--- src/common/afd_defines.vh ---
// Constants for the fast-detect, overrange and power-down block.
// Assumes inclusion by bare name from the core design files.
`ifndef AFD_DEFINES_VH
`define AFD_DEFINES_VH

// Register offsets on the configuration port.
`define AFD_OFS_PD_CTRL_A 12'h03F
`define AFD_OFS_PD_CTRL_B 12'h040
`define AFD_OFS_UPPER_P0 12'h247
`define AFD_OFS_UPPER_P1 12'h248
`define AFD_OFS_LOWER_P0 12'h249
`define AFD_OFS_LOWER_P1 12'h24A
`define AFD_OFS_DWELL_P0 12'h24B
`define AFD_OFS_DWELL_P1 12'h24C
`define AFD_OFS_OVR_CLEAR 12'h562
`define AFD_OFS_OVR_STICKY 12'h563
`define AFD_OFS_FILL_SEL 12'h571

// Reset values of the writable registers.
`define AFD_RST_PD_CTRL_A 8'h00
`define AFD_RST_PD_CTRL_B 8'h00
`define AFD_RST_UPPER_P0 8'hFF
`define AFD_RST_UPPER_P1 8'h1F
`define AFD_RST_LOWER_P0 8'h00
`define AFD_RST_LOWER_P1 8'h00
`define AFD_RST_DWELL_P0 8'h01
`define AFD_RST_DWELL_P1 8'h00
`define AFD_RST_OVR_CLEAR 8'h00
`define AFD_RST_FILL_SEL 8'h00

// Field positions.
`define AFD_THR_HI_MSB 4
`define AFD_FILL_K_BIT 7
`define AFD_MODE_MSB 1

// Software power mode codes in power_down_control_a bits 1:0.
`define AFD_SW_NORMAL 2'h0
`define AFD_SW_STANDBY 2'h2
`define AFD_SW_PDOWN 2'h3

// Pin function codes in power_down_control_b bits 1:0.
`define AFD_PIN_PDOWN 2'h0
`define AFD_PIN_STANDBY 2'h1

// Value answered for an unmapped address.
`define AFD_UNMAPPED 8'h00

`endif

--- src/core/afd_fd_chan.v ---
// One channel of fast threshold detection with dwell hysteresis.
// Assumes one sample per clock and a 13-bit magnitude already formed.
`timescale 1ns/1ps
module afd_fd_chan #(
   parameter MAG_W = 13,
   parameter DWELL_W = 16
) (
   input wire clk_sys_i,
   input wire rst_i,
   input wire [MAG_W-1:0] mag_i,
   input wire [MAG_W-1:0] upper_i,
   input wire [MAG_W-1:0] lower_i,
   input wire [DWELL_W-1:0] dwell_i,
   output wire flag_o
);
   // Flag register driving the pin and the count of cycles below lower.
   reg flag_q;
   reg [DWELL_W-1:0] cnt_q;

   assign flag_o = flag_q;

   // Set at once above upper; clear only after more than dwell cycles below lower.
   always @(posedge clk_sys_i or posedge rst_i) begin
      if (rst_i) begin
         flag_q <= 1'b0;
         cnt_q <= {DWELL_W{1'b0}};
      end else if (mag_i > upper_i) begin
         // Upper crossing wins and sets the flag next edge.
         flag_q <= 1'b1;
         cnt_q <= {DWELL_W{1'b0}};
      end else if (mag_i < lower_i) begin
         // Count dwell cycles; clear once the count has reached dwell.
         if (cnt_q >= dwell_i) begin
            flag_q <= 1'b0;
         end else begin
            cnt_q <= cnt_q + {{(DWELL_W-1){1'b0}}, 1'b1};
         end
      end else begin
         // Back at or above lower: the dwell restarts.
         cnt_q <= {DWELL_W{1'b0}};
      end
   end
endmodule

--- src/core/afd_ovr_sticky.v ---
// Sticky overrange status, one bit per virtual converter.
// Assumes the clear register is written by software as a one then a zero.
`timescale 1ns/1ps
module afd_ovr_sticky #(
   parameter NVC = 8
) (
   input wire clk_sys_i,
   input wire rst_i,
   input wire [NVC-1:0] ovr_i,
   input wire [NVC-1:0] clear_reg_i,
   output wire [NVC-1:0] sticky_o
);
   // Previous clear register value, to see the one-to-zero step.
   reg [NVC-1:0] clr_prev_q;
   reg [NVC-1:0] sticky_q;
   // A bit is cleared when its clear bit goes from one back to zero.
   wire [NVC-1:0] clr_pulse = clr_prev_q & ~clear_reg_i;

   assign sticky_o = sticky_q;

   // Set has priority over clear so a same-cycle event is kept.
   always @(posedge clk_sys_i or posedge rst_i) begin
      if (rst_i) begin
         clr_prev_q <= {NVC{1'b0}};
         sticky_q <= {NVC{1'b0}};
      end else begin
         clr_prev_q <= clear_reg_i;
         sticky_q <= (sticky_q & ~clr_pulse) | ovr_i;
      end
   end
endmodule

--- src/core/afd_top.v ---
// Top of the dual-channel fast-detect, overrange and power-down block.
// Assumes samples and overrange flags arrive one per clock on clk_sys_i,
// and that configuration reaches it over a plain register port.
//
// How it works
// - Two channels, separate comparators and flag pins.
// - Flag sets at once above upper threshold.
// - Flag clears after dwell below lower threshold.
// - Upper threshold from two registers, output magnitude.
// - Flag asserts within twenty-eight clocks.
// - Lower threshold is 13 bits, two registers.
// - Dwell one to 65535 clocks, two registers.
// - Overrange bit carried in-band, sample-aligned.
// - Sticky overrange bit per virtual converter.
// - Clear by writing clear bit one, then zero.
// - Active-high pin, power-down default, halts link.
// - Power-down also selectable through two registers.
// - Standby keeps link running, sends zero samples.
// - Register bit selects zeros or K characters.
// - Eight virtual converters carry sticky status.
`timescale 1ns/1ps
`include "afd_defines.vh"
module afd_top #(
   parameter SMP_W = 14,
   parameter MAG_W = 13,
   parameter DWELL_W = 16,
   parameter NVC = 8
) (
   input wire clk_sys_i,
   input wire rst_i,
   // Converter samples, two's complement, one per clock.
   input wire [SMP_W-1:0] sample_a_i,
   input wire [SMP_W-1:0] sample_b_i,
   // Converter input overrange flags, aligned with the samples.
   input wire ovr_a_i,
   input wire ovr_b_i,
   // Overrange flags of the eight virtual converters.
   input wire [NVC-1:0] vc_ovr_i,
   // High when control bits per sample are configured on the link.
   input wire ctrl_bits_en_i,
   // Power-down or standby pin, active high.
   input wire powerdown_standby_pin_i,
   // Configuration register port.
   input wire [11:0] reg_addr_i,
   input wire [7:0] reg_wdata_i,
   input wire reg_wr_i,
   input wire reg_rd_i,
   output wire [7:0] reg_rdata_o,
   output wire reg_rvalid_o,
   // Fast-detect pins.
   output wire level_flag_chan_a_o,
   output wire level_flag_chan_b_o,
   // Link-facing sample streams with their in-band overrange bits.
   output wire [SMP_W-1:0] link_sample_a_o,
   output wire [SMP_W-1:0] link_sample_b_o,
   output wire link_ovr_a_o,
   output wire link_ovr_b_o,
   output wire link_is_k_o,
   output wire link_run_o,
   output wire powered_down_o
);
   // Magnitude of a signed sample, saturated to the magnitude width.
   function [MAG_W-1:0] mag_of;
      input [SMP_W-1:0] s;
      reg [SMP_W-1:0] a;
      begin
         a = s[SMP_W-1] ? (~s + {{(SMP_W-1){1'b0}}, 1'b1}) : s;
         if (a[SMP_W-1]) begin
            mag_of = {MAG_W{1'b1}};
         end else begin
            mag_of = a[MAG_W-1:0];
         end
      end
   endfunction

   // True when a register write targets the given offset.
   function hit;
      input [11:0] addr;
      input [11:0] ofs;
      begin
         hit = (addr == ofs);
      end
   endfunction

   // Configuration registers.
   reg [7:0] pd_ctrl_a_q; // Software power mode.
   reg [7:0] pd_ctrl_b_q; // Pin function select.
   reg [7:0] upper_p0_q; // Upper threshold low byte.
   reg [7:0] upper_p1_q; // Upper threshold high bits.
   reg [7:0] lower_p0_q; // Lower threshold low byte.
   reg [7:0] lower_p1_q; // Lower threshold high bits.
   reg [7:0] dwell_p0_q; // Dwell low byte.
   reg [7:0] dwell_p1_q; // Dwell high byte.
   reg [7:0] ovr_clear_q; // Sticky clear bits.
   reg [7:0] fill_sel_q; // Standby fill select.

   // Read answer registers.
   reg [7:0] rdata_q;
   reg rvalid_q;
   reg [7:0] rdata_d;

   // Magnitude stage registers, one per channel.
   reg [MAG_W-1:0] mag_a_q;
   reg [MAG_W-1:0] mag_b_q;

   // Link output registers.
   reg [SMP_W-1:0] link_a_q;
   reg [SMP_W-1:0] link_b_q;
   reg link_ovr_a_q;
   reg link_ovr_b_q;
   reg link_k_q;
   reg link_run_q;
   reg pd_q;

   // Thresholds and dwell assembled from their register pairs.
   wire [MAG_W-1:0] upper_thr;
   wire [MAG_W-1:0] lower_thr;
   wire [DWELL_W-1:0] dwell;
   wire [NVC-1:0] sticky;

   // Effective power state from pin and registers.
   wire sw_pd;
   wire sw_sb;
   wire pin_pd;
   wire pin_sb;
   wire pd_now;
   wire sb_now;

   // Upper threshold spans two registers.
   assign upper_thr = {upper_p1_q[`AFD_THR_HI_MSB:0], upper_p0_q};
   // Lower threshold is the same 13-bit split.
   assign lower_thr = {lower_p1_q[`AFD_THR_HI_MSB:0], lower_p0_q};
   // Dwell is a full 16-bit pair; software keeps it nonzero.
   assign dwell = {dwell_p1_q, dwell_p0_q};

   // Register-selected power-down or standby.
   assign sw_pd = (pd_ctrl_a_q[`AFD_MODE_MSB:0] == `AFD_SW_PDOWN);
   assign sw_sb = (pd_ctrl_a_q[`AFD_MODE_MSB:0] == `AFD_SW_STANDBY);
   // The pin is active high and means power-down by default.
   assign pin_pd = powerdown_standby_pin_i &
                   (pd_ctrl_b_q[`AFD_MODE_MSB:0] == `AFD_PIN_PDOWN);
   assign pin_sb = powerdown_standby_pin_i &
                   (pd_ctrl_b_q[`AFD_MODE_MSB:0] == `AFD_PIN_STANDBY);
   // Power-down has priority over standby.
   assign pd_now = sw_pd | pin_pd;
   assign sb_now = ~pd_now & (sw_sb | pin_sb);

   // Outputs come straight from flip-flops.
   assign reg_rdata_o = rdata_q;
   assign reg_rvalid_o = rvalid_q;
   assign link_sample_a_o = link_a_q;
   assign link_sample_b_o = link_b_q;
   assign link_ovr_a_o = link_ovr_a_q;
   assign link_ovr_b_o = link_ovr_b_q;
   assign link_is_k_o = link_k_q;
   assign link_run_o = link_run_q;
   assign powered_down_o = pd_q;

   // Register writes; the sticky status register is read only.
   always @(posedge clk_sys_i or posedge rst_i) begin
      if (rst_i) begin
         pd_ctrl_a_q <= `AFD_RST_PD_CTRL_A;
         pd_ctrl_b_q <= `AFD_RST_PD_CTRL_B;
         upper_p0_q <= `AFD_RST_UPPER_P0;
         upper_p1_q <= `AFD_RST_UPPER_P1;
         lower_p0_q <= `AFD_RST_LOWER_P0;
         lower_p1_q <= `AFD_RST_LOWER_P1;
         dwell_p0_q <= `AFD_RST_DWELL_P0;
         dwell_p1_q <= `AFD_RST_DWELL_P1;
         ovr_clear_q <= `AFD_RST_OVR_CLEAR;
         fill_sel_q <= `AFD_RST_FILL_SEL;
      end else if (reg_wr_i) begin
         // Each offset decodes to exactly one register.
         if (hit(reg_addr_i, `AFD_OFS_PD_CTRL_A)) begin
            pd_ctrl_a_q <= reg_wdata_i;
         end
         if (hit(reg_addr_i, `AFD_OFS_PD_CTRL_B)) begin
            pd_ctrl_b_q <= reg_wdata_i;
         end
         if (hit(reg_addr_i, `AFD_OFS_UPPER_P0)) begin
            upper_p0_q <= reg_wdata_i;
         end
         if (hit(reg_addr_i, `AFD_OFS_UPPER_P1)) begin
            upper_p1_q <= reg_wdata_i;
         end
         if (hit(reg_addr_i, `AFD_OFS_LOWER_P0)) begin
            lower_p0_q <= reg_wdata_i;
         end
         if (hit(reg_addr_i, `AFD_OFS_LOWER_P1)) begin
            lower_p1_q <= reg_wdata_i;
         end
         if (hit(reg_addr_i, `AFD_OFS_DWELL_P0)) begin
            dwell_p0_q <= reg_wdata_i;
         end
         if (hit(reg_addr_i, `AFD_OFS_DWELL_P1)) begin
            dwell_p1_q <= reg_wdata_i;
         end
         if (hit(reg_addr_i, `AFD_OFS_OVR_CLEAR)) begin
            ovr_clear_q <= reg_wdata_i;
         end
         if (hit(reg_addr_i, `AFD_OFS_FILL_SEL)) begin
            fill_sel_q <= reg_wdata_i;
         end
      end
   end

   // Read decode; unused threshold bits and unmapped offsets read zero.
   always @* begin
      rdata_d = `AFD_UNMAPPED;
      case (reg_addr_i)
         `AFD_OFS_PD_CTRL_A: rdata_d = pd_ctrl_a_q;
         `AFD_OFS_PD_CTRL_B: rdata_d = pd_ctrl_b_q;
         `AFD_OFS_UPPER_P0: rdata_d = upper_p0_q;
         `AFD_OFS_UPPER_P1: rdata_d = {3'h0, upper_p1_q[`AFD_THR_HI_MSB:0]};
         `AFD_OFS_LOWER_P0: rdata_d = lower_p0_q;
         `AFD_OFS_LOWER_P1: rdata_d = {3'h0, lower_p1_q[`AFD_THR_HI_MSB:0]};
         `AFD_OFS_DWELL_P0: rdata_d = dwell_p0_q;
         `AFD_OFS_DWELL_P1: rdata_d = dwell_p1_q;
         `AFD_OFS_OVR_CLEAR: rdata_d = ovr_clear_q;
         // Sticky status shows the virtual converters' overrange history.
         `AFD_OFS_OVR_STICKY: rdata_d = sticky;
         `AFD_OFS_FILL_SEL: rdata_d = fill_sel_q;
         default: rdata_d = `AFD_UNMAPPED;
      endcase
   end

   // Read answer, one cycle after the read strobe.
   always @(posedge clk_sys_i or posedge rst_i) begin
      if (rst_i) begin
         rdata_q <= 8'h00;
         rvalid_q <= 1'b0;
      end else begin
         rvalid_q <= reg_rd_i;
         if (reg_rd_i) begin
            rdata_q <= rdata_d;
         end
      end
   end

   // Magnitudes are taken from the converter output samples.
   always @(posedge clk_sys_i or posedge rst_i) begin
      if (rst_i) begin
         mag_a_q <= {MAG_W{1'b0}};
         mag_b_q <= {MAG_W{1'b0}};
      end else begin
         mag_a_q <= mag_of(sample_a_i);
         mag_b_q <= mag_of(sample_b_i);
      end
   end

   // Independent detector for channel A; flag two clocks after the sample.
   afd_fd_chan #(
      .MAG_W(MAG_W),
      .DWELL_W(DWELL_W)
   ) u_fd_a (
      .clk_sys_i(clk_sys_i),
      .rst_i(rst_i),
      .mag_i(mag_a_q),
      .upper_i(upper_thr),
      .lower_i(lower_thr),
      .dwell_i(dwell),
      .flag_o(level_flag_chan_a_o)
   );

   // Independent detector for channel B with the shared thresholds.
   afd_fd_chan #(
      .MAG_W(MAG_W),
      .DWELL_W(DWELL_W)
   ) u_fd_b (
      .clk_sys_i(clk_sys_i),
      .rst_i(rst_i),
      .mag_i(mag_b_q),
      .upper_i(upper_thr),
      .lower_i(lower_thr),
      .dwell_i(dwell),
      .flag_o(level_flag_chan_b_o)
   );

   // Sticky overrange status for each virtual converter.
   afd_ovr_sticky #(
      .NVC(NVC)
   ) u_sticky (
      .clk_sys_i(clk_sys_i),
      .rst_i(rst_i),
      .ovr_i(vc_ovr_i),
      .clear_reg_i(ovr_clear_q[NVC-1:0]),
      .sticky_o(sticky)
   );

   // Link stage: samples and overrange bits pass in the same register,
   // so the in-band bit keeps the sample latency.
   always @(posedge clk_sys_i or posedge rst_i) begin
      if (rst_i) begin
         link_a_q <= {SMP_W{1'b0}};
         link_b_q <= {SMP_W{1'b0}};
         link_ovr_a_q <= 1'b0;
         link_ovr_b_q <= 1'b0;
         link_k_q <= 1'b0;
         link_run_q <= 1'b0;
         pd_q <= 1'b0;
      end else if (pd_now) begin
         // Power-down halts the link entirely.
         link_a_q <= {SMP_W{1'b0}};
         link_b_q <= {SMP_W{1'b0}};
         link_ovr_a_q <= 1'b0;
         link_ovr_b_q <= 1'b0;
         link_k_q <= 1'b0;
         link_run_q <= 1'b0;
         pd_q <= 1'b1;
      end else if (sb_now) begin
         // Standby keeps the link up and sends zeros or K characters.
         link_a_q <= {SMP_W{1'b0}};
         link_b_q <= {SMP_W{1'b0}};
         link_ovr_a_q <= 1'b0;
         link_ovr_b_q <= 1'b0;
         link_k_q <= fill_sel_q[`AFD_FILL_K_BIT];
         link_run_q <= 1'b1;
         pd_q <= 1'b0;
      end else begin
         // Normal operation forwards samples with the overrange bit.
         link_a_q <= sample_a_i;
         link_b_q <= sample_b_i;
         link_ovr_a_q <= ovr_a_i & ctrl_bits_en_i;
         link_ovr_b_q <= ovr_b_i & ctrl_bits_en_i;
         link_k_q <= 1'b0;
         link_run_q <= 1'b1;
         pd_q <= 1'b0;
      end
   end
endmodule

--- config.mk ---
export PLATFORM = sky130hd
export DESIGN_NAME = afd_top
export DESIGN_NICKNAME = d
export VERILOG_FILES = /design/src/core/afd_fd_chan.v /design/src/core/afd_ovr_sticky.v /design/src/core/afd_top.v
export VERILOG_INCLUDE_DIRS = /design/src /design/src/common
export SDC_FILE = /design/constraint.sdc
export NUM_CORES = 1
export LEC_CHECK = 0
export BUFFER_PORTS_ARGS = -buffer_cell sky130_fd_sc_hd__buf_4
export CAP_MARGIN = 40
export CORE_MARGIN = 3
export CORE_UTILIZATION = 50
export DETAILED_ROUTE_END_ITERATION = 6
export MAX_ROUTING_LAYER = met4
export PLACE_DENSITY = 0.65
export SETUP_SLACK_MARGIN = 0.2
export SYNTH_ARGS = -nofsm -noshare
export SYNTH_HDL_FRONTEND = slang
export SYNTH_HIERARCHICAL = 1
export SYNTH_SLANG_ARGS = --single-unit
export TNS_END_PERCENT = 1
--- constraint.sdc ---
create_clock -name clk_sys_i -period 10.85 [get_ports clk_sys_i]
set_input_delay 1.6275 -clock clk_sys_i [delete_from_list [all_inputs] [get_ports clk_sys_i]]
set_output_delay 1.6275 -clock clk_sys_i [all_outputs]
set_load 0.05 [all_outputs]
; Word level (Yosys, flattened, before mapping)
; Index checks and enable logic that the tools add are counted.
[totals]
regBits = 192
word_cells = 114
[classes]
add_sub_neg = 4
order_cmp = 6
eq_ne = 16
n_mux = 29
bitwise = 15
reduce_logical = 17
[ops]
columns = op, n
row1 = 2-to-1 mux 16 bit, 6
row2 = case mux 8 bit (11 select lines), 1
row3 = 2-to-1 mux 14 bit, 6
row4 = == test 12 x 10 -> 1 bit (second input constant), 6
row5 = == test 12 x 11 -> 1 bit (second input constant), 3
row6 = adder 16 x 1 -> 16 bit (second input constant), 2
row7 = greater-or-equal comparator 16 bit, 2
row8 = adder 14 x 1 -> 14 bit (second input constant), 2
row9 = NOT 14 bit, 2
row10 = > comparator 13 bit, 2
row11 = < comparator 13 bit, 2
row12 = 2-to-1 mux 13 bit, 2
row13 = AND reduction 2 bit, 12
row14 = bitwise AND 8 bit, 2
row15 = NOT 8 bit, 2
row16 = 2-to-1 mux 1 bit, 14
row17 = == test 12 x 6 -> 1 bit (second input constant), 1
row18 = == test 12 x 7 -> 1 bit (second input constant), 1
row19 = bitwise OR 8 bit, 1
row20 = nonzero test 2 bit, 4
row21 = inequality test 3 x 2 -> 1 bit (second input constant), 2
row22 = bitwise AND 1 bit, 5
row23 = == test 2 bit (second input constant), 2
row24 = == test 2 x 1 -> 1 bit (second input constant), 1
row25 = other kinds (3), 4

; Logic depth before layout (Yosys ltp)
[depth]
ltp_word = 7
mapped_depth = 10

; By module
; Netlist, hierarchy kept.
[by_module_without_submodules]
columns = module, instances, cells_per_inst, area_each_um2
row1 = afd_top, 1, 545, 6506.2
row2 = afd_fd_chan, 2, 238, 1886.8
row3 = afd_ovr_sticky, 1, 33, 514.2

; Worst setup path after synthesis
; Ideal clock, no wire load.
[synth_timing]
path_kind = input-to-reg
startpoint = in reg_addr_i[8]
endpoint = reg lower_p0_q[5]
setup_ns = 0.125
t_arrival_ns = 3.170
t_required_ns = 10.725
setup_slack_ns = 7.555
path_stages = 6
path_cell_list = nor4b_4 and2_1 buf_4 nand3_4 nor3b_4 mux2_2
[synth_between]
elab_chain_cells = 2
[synth_rtl]
columns = element, line_no
row1 = start: declaration, afd_top.v:44  ; input wire [11:0] reg_addr_i,
row2 = == test 12 x 10 -> 1 bit, afd_top.v:81  ; hit = (addr == ofs);
row3 = AND reduction 2 bit (no line), -
row4 = end signal: assignment, afd_top.v:166  ; lower_p0_q <= `AFD_RST_LOWER_P0;
row5 = end signal: assignment, afd_top.v:187  ; lower_p0_q <= reg_wdata_i;
row6 = end: declaration, afd_top.v:90  ; reg [7:0] lower_p0_q;
; No other way between the ends.
; A chain may end at the register's enable or synchronous reset.

; Worst setup path in the final report
[layout_timing]
startpoint = in reg_addr_i[8]
endpoint = reg lower_p0_q[7]
; The elaborated chain is that of the path after synthesis.

==> flow_summary.html <==
<table>
<tr><th>Metric</th><th>Value</th></tr>
<tr><th colspan="2">GRT</th></tr>
<tr><td>Number of antenna violations at the first check in global routing</td><td>0</td></tr>
<tr><td>Vias in the first global route</td><td>8390</td></tr>
<tr><td>Largest net degree at the start of global routing</td><td>72</td></tr>
<tr><td>Overflow left after global routing</td><td>0</td></tr>
<tr><td>Global-route wire length before repair</td><td>45060 µm</td></tr>
<tr><td>Total global-route track usage</td><td>24.83%</td></tr>
<tr><th colspan="2">Critical path</th></tr>
<tr><td>WP data arrival</td><td>3.68 ns</td></tr>
<tr><td>Setup slack, reg-to-reg</td><td>~8.0 ns</td></tr>
<tr><td>Critical Path Fanout Max</td><td>8</td></tr>
<tr><td>Crit path kind</td><td>input pin to flop</td></tr>
<tr><td>Worst path cell trace</td><td>buf_4 -&gt; nor4b_4 -&gt; and2_1 -&gt; nand3_4 -&gt; nor3b_4 -&gt; mux2_2</td></tr>
<tr><td>Number of cells traversed by the worst register-to-register path</td><td>8</td></tr>
<tr><td>Critical path data required time</td><td>11.17 ns</td></tr>
<tr><td>Setup crit start kind</td><td>input pin</td></tr>
<tr><td>Capture instance of the worst register-to-register path</td><td>u_fd_a/cnt_q[3]$_DFFE_PP0P_</td></tr>
<tr><td>Worst setup startpoint</td><td>reg_addr_i[8]</td></tr>
<tr><td>Critical Path Sink Type</td><td>flop</td></tr>
<tr><td>Biggest cell delay along the critical path</td><td>~0.49 ns</td></tr>
<tr><td>Startpoint of the most critical register-to-register path</td><td>lower_p0_q[2]$_DFFE_PP0P_</td></tr>
<tr><td>Critical path destination</td><td>lower_p0_q[7]$_DFFE_PP0P_</td></tr>
<tr><td>Slowest cell on crit path</td><td>sky130_fd_sc_hd__nor4b_4</td></tr>
<tr><th colspan="2">CTS</th></tr>
<tr><td>CTS H-Tree Depth</td><td>4</td></tr>
<tr><td>Clock root buffer</td><td>sky130_fd_sc_hd__clkbuf_16</td></tr>
<tr><td>Hold-fix buffer count after cts</td><td>0</td></tr>
<tr><td>Number of buffers inserted by post-CTS setup repair</td><td>0</td></tr>
<tr><td>Cts bufs inserted</td><td>17</td></tr>
<tr><td>Clk buf depth</td><td>2</td></tr>
<tr><td>CTS-repair resized insts</td><td>0</td></tr>
<tr><td>CTS tree</td><td>built</td></tr>
<tr><td>Post-CTS clock slew at the launch and capture registers of the worst setup and hold paths</td><td>0.07 ns</td></tr>
<tr><td>Number of sinks driven by the clock tree</td><td>192</td></tr>
<tr><td>Worst-skew pair later-pin latency</td><td>0.44 ns</td></tr>
<tr><th colspan="2">STA</th></tr>
<tr><td>Portion of the clock cycle consumed by the worst path in the final layout</td><td>30.98%</td></tr>
<tr><td>Final period demand of the worst path</td><td>3.361 ns</td></tr>
<tr><td>Count of final hold-check violations</td><td>0</td></tr>
<tr><td>Headroom to the max-slew limit</td><td>35.01%</td></tr>
<tr><td>Highest clock frequency the design can meet</td><td>297.5 MHz</td></tr>
<tr><td>Count of endpoints failing setup in the final report</td><td>0</td></tr>
<tr><td>RSZ-0062 raised after global routing</td><td>no</td></tr>
<tr><td>Max Clock Skew</td><td>~0.0098 ns</td></tr>
<tr><td>Pin slew with the least headroom to its limit</td><td>between 0.9 and 1 ns</td></tr>
<tr><td>Final setup TNS</td><td>0 ns</td></tr>
<tr><td>Max-slew violations</td><td>0</td></tr>
<tr><th colspan="2">Power</th></tr>
<tr><td>Fraction of power consumed by the clock network</td><td>41.8%</td></tr>
<tr><td>Leakage power of the design</td><td>0.005517 µW</td></tr>
<tr><td>Cell internal power dissipation</td><td>1175 µW</td></tr>
<tr><td>Gate power share</td><td>a little under an eighth</td></tr>
<tr><td>Switching share of power</td><td>26.30%</td></tr>
<tr><td>Maximum ir drop on the vdd rail</td><td>77.35 µV</td></tr>
<tr><td>Sequential share of power</td><td>46.7%</td></tr>
<tr><td>Switching pwr</td><td>419.3 µW</td></tr>
<tr><td>Power per unit of standard cell area</td><td>127.8 nW/µm²</td></tr>
<tr><th colspan="2">Route</th></tr>
<tr><td>Routed wire length</td><td>approximately 28000 µm</td></tr>
<tr><td>Count of nets left with antenna violations after detail routing</td><td>0</td></tr>
<tr><td>WL/cell</td><td>19.35 µm</td></tr>
<tr><td>Detailed Route Iter0 Violations</td><td>roughly 620</td></tr>
<tr><td>DRC violations left</td><td>0</td></tr>
<tr><td>Via-per-instance ratio</td><td>just under 6</td></tr>
<tr><td>Overall via count from detail_route</td><td>about 8.3k</td></tr>
<tr><td>First drt pass iteration count</td><td>5</td></tr>
<tr><th colspan="2">Logic synthesis</th></tr>
<tr><td>Number of nets produced by synthesis</td><td>1204</td></tr>
<tr><td>Post-Syn Area</td><td>10790 µm²</td></tr>
<tr><td>Avg Synthesized Cell Area</td><td>between 10 and 15 µm²</td></tr>
<tr><td>Flip-flop cell with the highest count after synthesis</td><td>sky130_fd_sc_hd__dfrtp_1</td></tr>
<tr><td>Post-synthesis cell count</td><td>roughly 1.1k</td></tr>
<tr><td>Number of different library cells in the post-synthesis netlist</td><td>between 70 and 80</td></tr>
<tr><td>Number of synthesized flops with an enable pin</td><td>0</td></tr>
<tr><td>Register bit count reported by yosys</td><td>192</td></tr>
<tr><td>Number of warning messages in the yosys log</td><td>6</td></tr>
<tr><td>Area leader, netlist</td><td>sky130_fd_sc_hd__dfrtp_1</td></tr>
<tr><td>Top cell type's share of synthesized area</td><td>41.27%</td></tr>
<tr><td>Synth top area cells</td><td>sky130_fd_sc_hd__dfrtp_1 (41%), sky130_fd_sc_hd__ha_1 (10%), sky130_fd_sc_hd__mux2_2 (8.5%), sky130_fd_sc_hd__inv_1 (3.7%), sky130_fd_sc_hd__dfstp_2 (3.4%)</td></tr>
<tr><td>Sequential share of the synthesized area</td><td>44.67%</td></tr>
<tr><td>FFs w/ async S/R, synth</td><td>100.0%</td></tr>
<tr><th colspan="2">Cells and area</th></tr>
<tr><td>Number of nets in the finished design</td><td>1297</td></tr>
<tr><td>Relative area change from synthesis to final layout</td><td>15.57%</td></tr>
<tr><td>Cell area after layout</td><td>12470 µm²</td></tr>
<tr><td>Antenna cell count</td><td>0</td></tr>
<tr><td>Share of cells above drive strength 1</td><td>roughly 22%</td></tr>
<tr><th colspan="2">Min path</th></tr>
<tr><td>Number of cells on the worst hold path</td><td>0</td></tr>
<tr><td>Path class of the lowest-slack min-delay path</td><td>flop to flop</td></tr>
<tr><th colspan="2">Die</th></tr>
<tr><td>Effective utilization at floorplan</td><td>51.19%</td></tr>
<tr><td>Top-Level Pins</td><td>108</td></tr>
<tr><td>Number of placement rows</td><td>53</td></tr>
<tr><td>Die X-Extent</td><td>152.9 µm</td></tr>
<tr><td>DIE HEIGHT</td><td>~150 µm</td></tr>
<tr><td>Core ar.</td><td>21090 µm²</td></tr>
<tr><td>Total die area</td><td>23390 µm²</td></tr>
<tr><th colspan="2">Placed design</th></tr>
<tr><td>Half-perimeter wire length of the detailed placement result</td><td>20170 µm</td></tr>
<tr><td>Area post-placement</td><td>11860 µm²</td></tr>
<tr><td>Input/output buffers</td><td>107</td></tr>
<tr><td>Routability congestion estimate</td><td>0.9442</td></tr>
<tr><th colspan="2">Outcome</th></tr>
<tr><td>Run status</td><td>completed</td></tr>
<tr><th colspan="2">Job</th></tr>
<tr><td>MaxCap Viol Count</td><td>0</td></tr>
</table>
[power groups by stage]
| stage | combinational (µW) | sequential (µW) | clock [µW] |
|---|---|---|---|
| 5_1_grt | 203 | 747 | 710 |
| 3_5_place_dp | 182 | 759 | 0 |
| 2_1_floorplan | 91.6 | 779 | 0 |
| 4_1_cts | 183 | 745 | 677 |
| 3_3_place_gp | 176 | 759 | 0 |
| 6_report | 182 | 745 | 667 |
[layout by cell type (no fill, tap or decap), drive strengths merged, types with 6 or more instances in the layout]
| cell type | n |
|---|---|
| dfrtp | 178 |
| buf | 114 |
| inv | 114 |
| ha | 86 |
| mux2 | 81 |
| a21oi | 72 |
| nand2 | 71 |
| o21ai | 43 |
| nand3 | 32 |
| and2 | 32 |
| nor2 | 31 |
| nand4 | 29 |
| o31ai | 23 |
| clkbuf | 19 |
| or3 | 17 |
| xor2 | 16 |
| nand2b | 15 |
| a21o | 15 |
| or4 | 15 |
| nor2b | 14 |
| dfstp | 14 |
| and3 | 11 |
| mux2i | 8 |
| o2bb2ai | 8 |
| o41ai | 6 |
| o211ai | 6 |
| a2111oi | 6 |
[layer usage]
metal	GRT usage, %	up-vias	wire [µm]
li1	-	3959	-
met2	38.69	227	13210
met3	4.190	47	1300
met4	7.467	0	578
met5	-	-	0
met1	33.66	4086	12660
[worst max-delay path: cells and delay by family]
kind	cells	cell delay (ns)
buf+inv	1	0.13
simple gates	4	1.53
mux	1	0.38
[area by class of cell]
| class | count | area [µm²] |
|---|---|---|
| inverter | 108 | 410.4 |
| clock inverter | 13 | 173.9 |
| timing repair buffer | 115 | 888.4 |
| sequential | 192 | 4822 |
| tap | 275 | 344.1 |
| fill | 1857 | 8613 |
| multi-input combinational | 713 | 5396 |
| clock buffer | 18 | 439.2 |
[registers in the layout, indices dropped and copies added (netlist names), 5 cells and up]
| register | count |
|---|---|
| link_sample_b_o | 14 |
| mag_a_q | 13 |
| reg_rdata_o | 8 |
| upper_p0_q | 8 |
| dwell_p0_q | 8 |
| u_fd_b/cnt_q | 16 |
| u_sticky/clr_prev_q | 8 |
| dwell_p1_q | 8 |
| u_sticky/sticky_o | 8 |
| pd_ctrl_a_q | 8 |
| fill_sel_q | 8 |
| pd_ctrl_b_q | 8 |
| link_sample_a_o | 14 |
| mag_b_q | 13 |
| u_fd_a/cnt_q | 16 |
| lower_p1_q | 5 |
| ovr_clear_q | 8 |
| upper_p1_q | 5 |
| lower_p0_q | 8 |
[Yosys cell counts (6+ instances only)]
| library cell | n |
|---|---|
| sky130_fd_sc_hd__mux2i_1 | 8 |
| sky130_fd_sc_hd__mux2_2 | 81 |
| sky130_fd_sc_hd__dfstp_2 | 14 |
| sky130_fd_sc_hd__o31ai_1 | 23 |
| sky130_fd_sc_hd__buf_1 | 7 |
| sky130_fd_sc_hd__xor2_1 | 16 |
| sky130_fd_sc_hd__clkbuf_1 | 28 |
| sky130_fd_sc_hd__dfrtp_1 | 178 |
| sky130_fd_sc_hd__o2bb2ai_1 | 8 |
| sky130_fd_sc_hd__or4_1 | 15 |
| sky130_fd_sc_hd__nand2b_1 | 15 |
| sky130_fd_sc_hd__nor2_1 | 30 |
| sky130_fd_sc_hd__nand3_1 | 31 |
| sky130_fd_sc_hd__inv_1 | 107 |
| sky130_fd_sc_hd__nand2_1 | 71 |
| sky130_fd_sc_hd__a2111oi_0 | 6 |
| sky130_fd_sc_hd__a21oi_1 | 70 |
| sky130_fd_sc_hd__o41ai_1 | 6 |
| sky130_fd_sc_hd__and2_1 | 30 |
| sky130_fd_sc_hd__ha_1 | 86 |
| sky130_fd_sc_hd__nor2b_1 | 14 |
| sky130_fd_sc_hd__nand4_1 | 29 |
| sky130_fd_sc_hd__o211ai_1 | 6 |
| sky130_fd_sc_hd__and3_1 | 11 |
| sky130_fd_sc_hd__o21ai_0 | 37 |
| sky130_fd_sc_hd__a21o_1 | 15 |
| sky130_fd_sc_hd__or3_1 | 17 |
[cell families after synthesis]
kind of cell,count (synthesis),synth area share (%)
buf+inv,149,5.390
xor+xnor,21,1.704
compound gates,216,13.06
mux,89,9.192
simple gates,301,16.01
flops,192,44.67
fa+ha+maj,86,9.969
[worst min path at each step]
stage	start	to	slack [ns]
floorplan	ovr_clear_q[5]$_DFFE_PP0P_	u_sticky/clr_prev_q[5]$_DFF_PP0_	0.38
CTS	ovr_clear_q[7]$_DFFE_PP0P_	u_sticky/clr_prev_q[7]$_DFF_PP0_	0.42
global route	ovr_clear_q[2]$_DFFE_PP0P_	u_sticky/clr_prev_q[2]$_DFF_PP0_	0.44
detailed placement	ovr_clear_q[7]$_DFFE_PP0P_	u_sticky/clr_prev_q[7]$_DFF_PP0_	0.40
global placement	ovr_clear_q[3]$_DFFE_PP0P_	u_sticky/clr_prev_q[3]$_DFF_PP0_	0.40
finish	ovr_clear_q[7]$_DFFE_PP0P_	u_sticky/clr_prev_q[7]$_DFF_PP0_	0.42
[metrics by stage]
step                setup WS (ns)  total power [µW]  util, %  cells  hold slack [ns]
floorplan                   5.436             870.7        -   1054           0.3771
global placement            7.109             934.4    55.99   1399           0.3967
detailed placement          7.041             940.9    56.22   1402           0.4047
CTS                         7.503              1605    59.13   1433           0.4206
global route                7.367              1660    59.16   1434           0.4364
finish                      7.489              1594    59.16   1434           0.4199
Power figures use the tool's default switching activity.
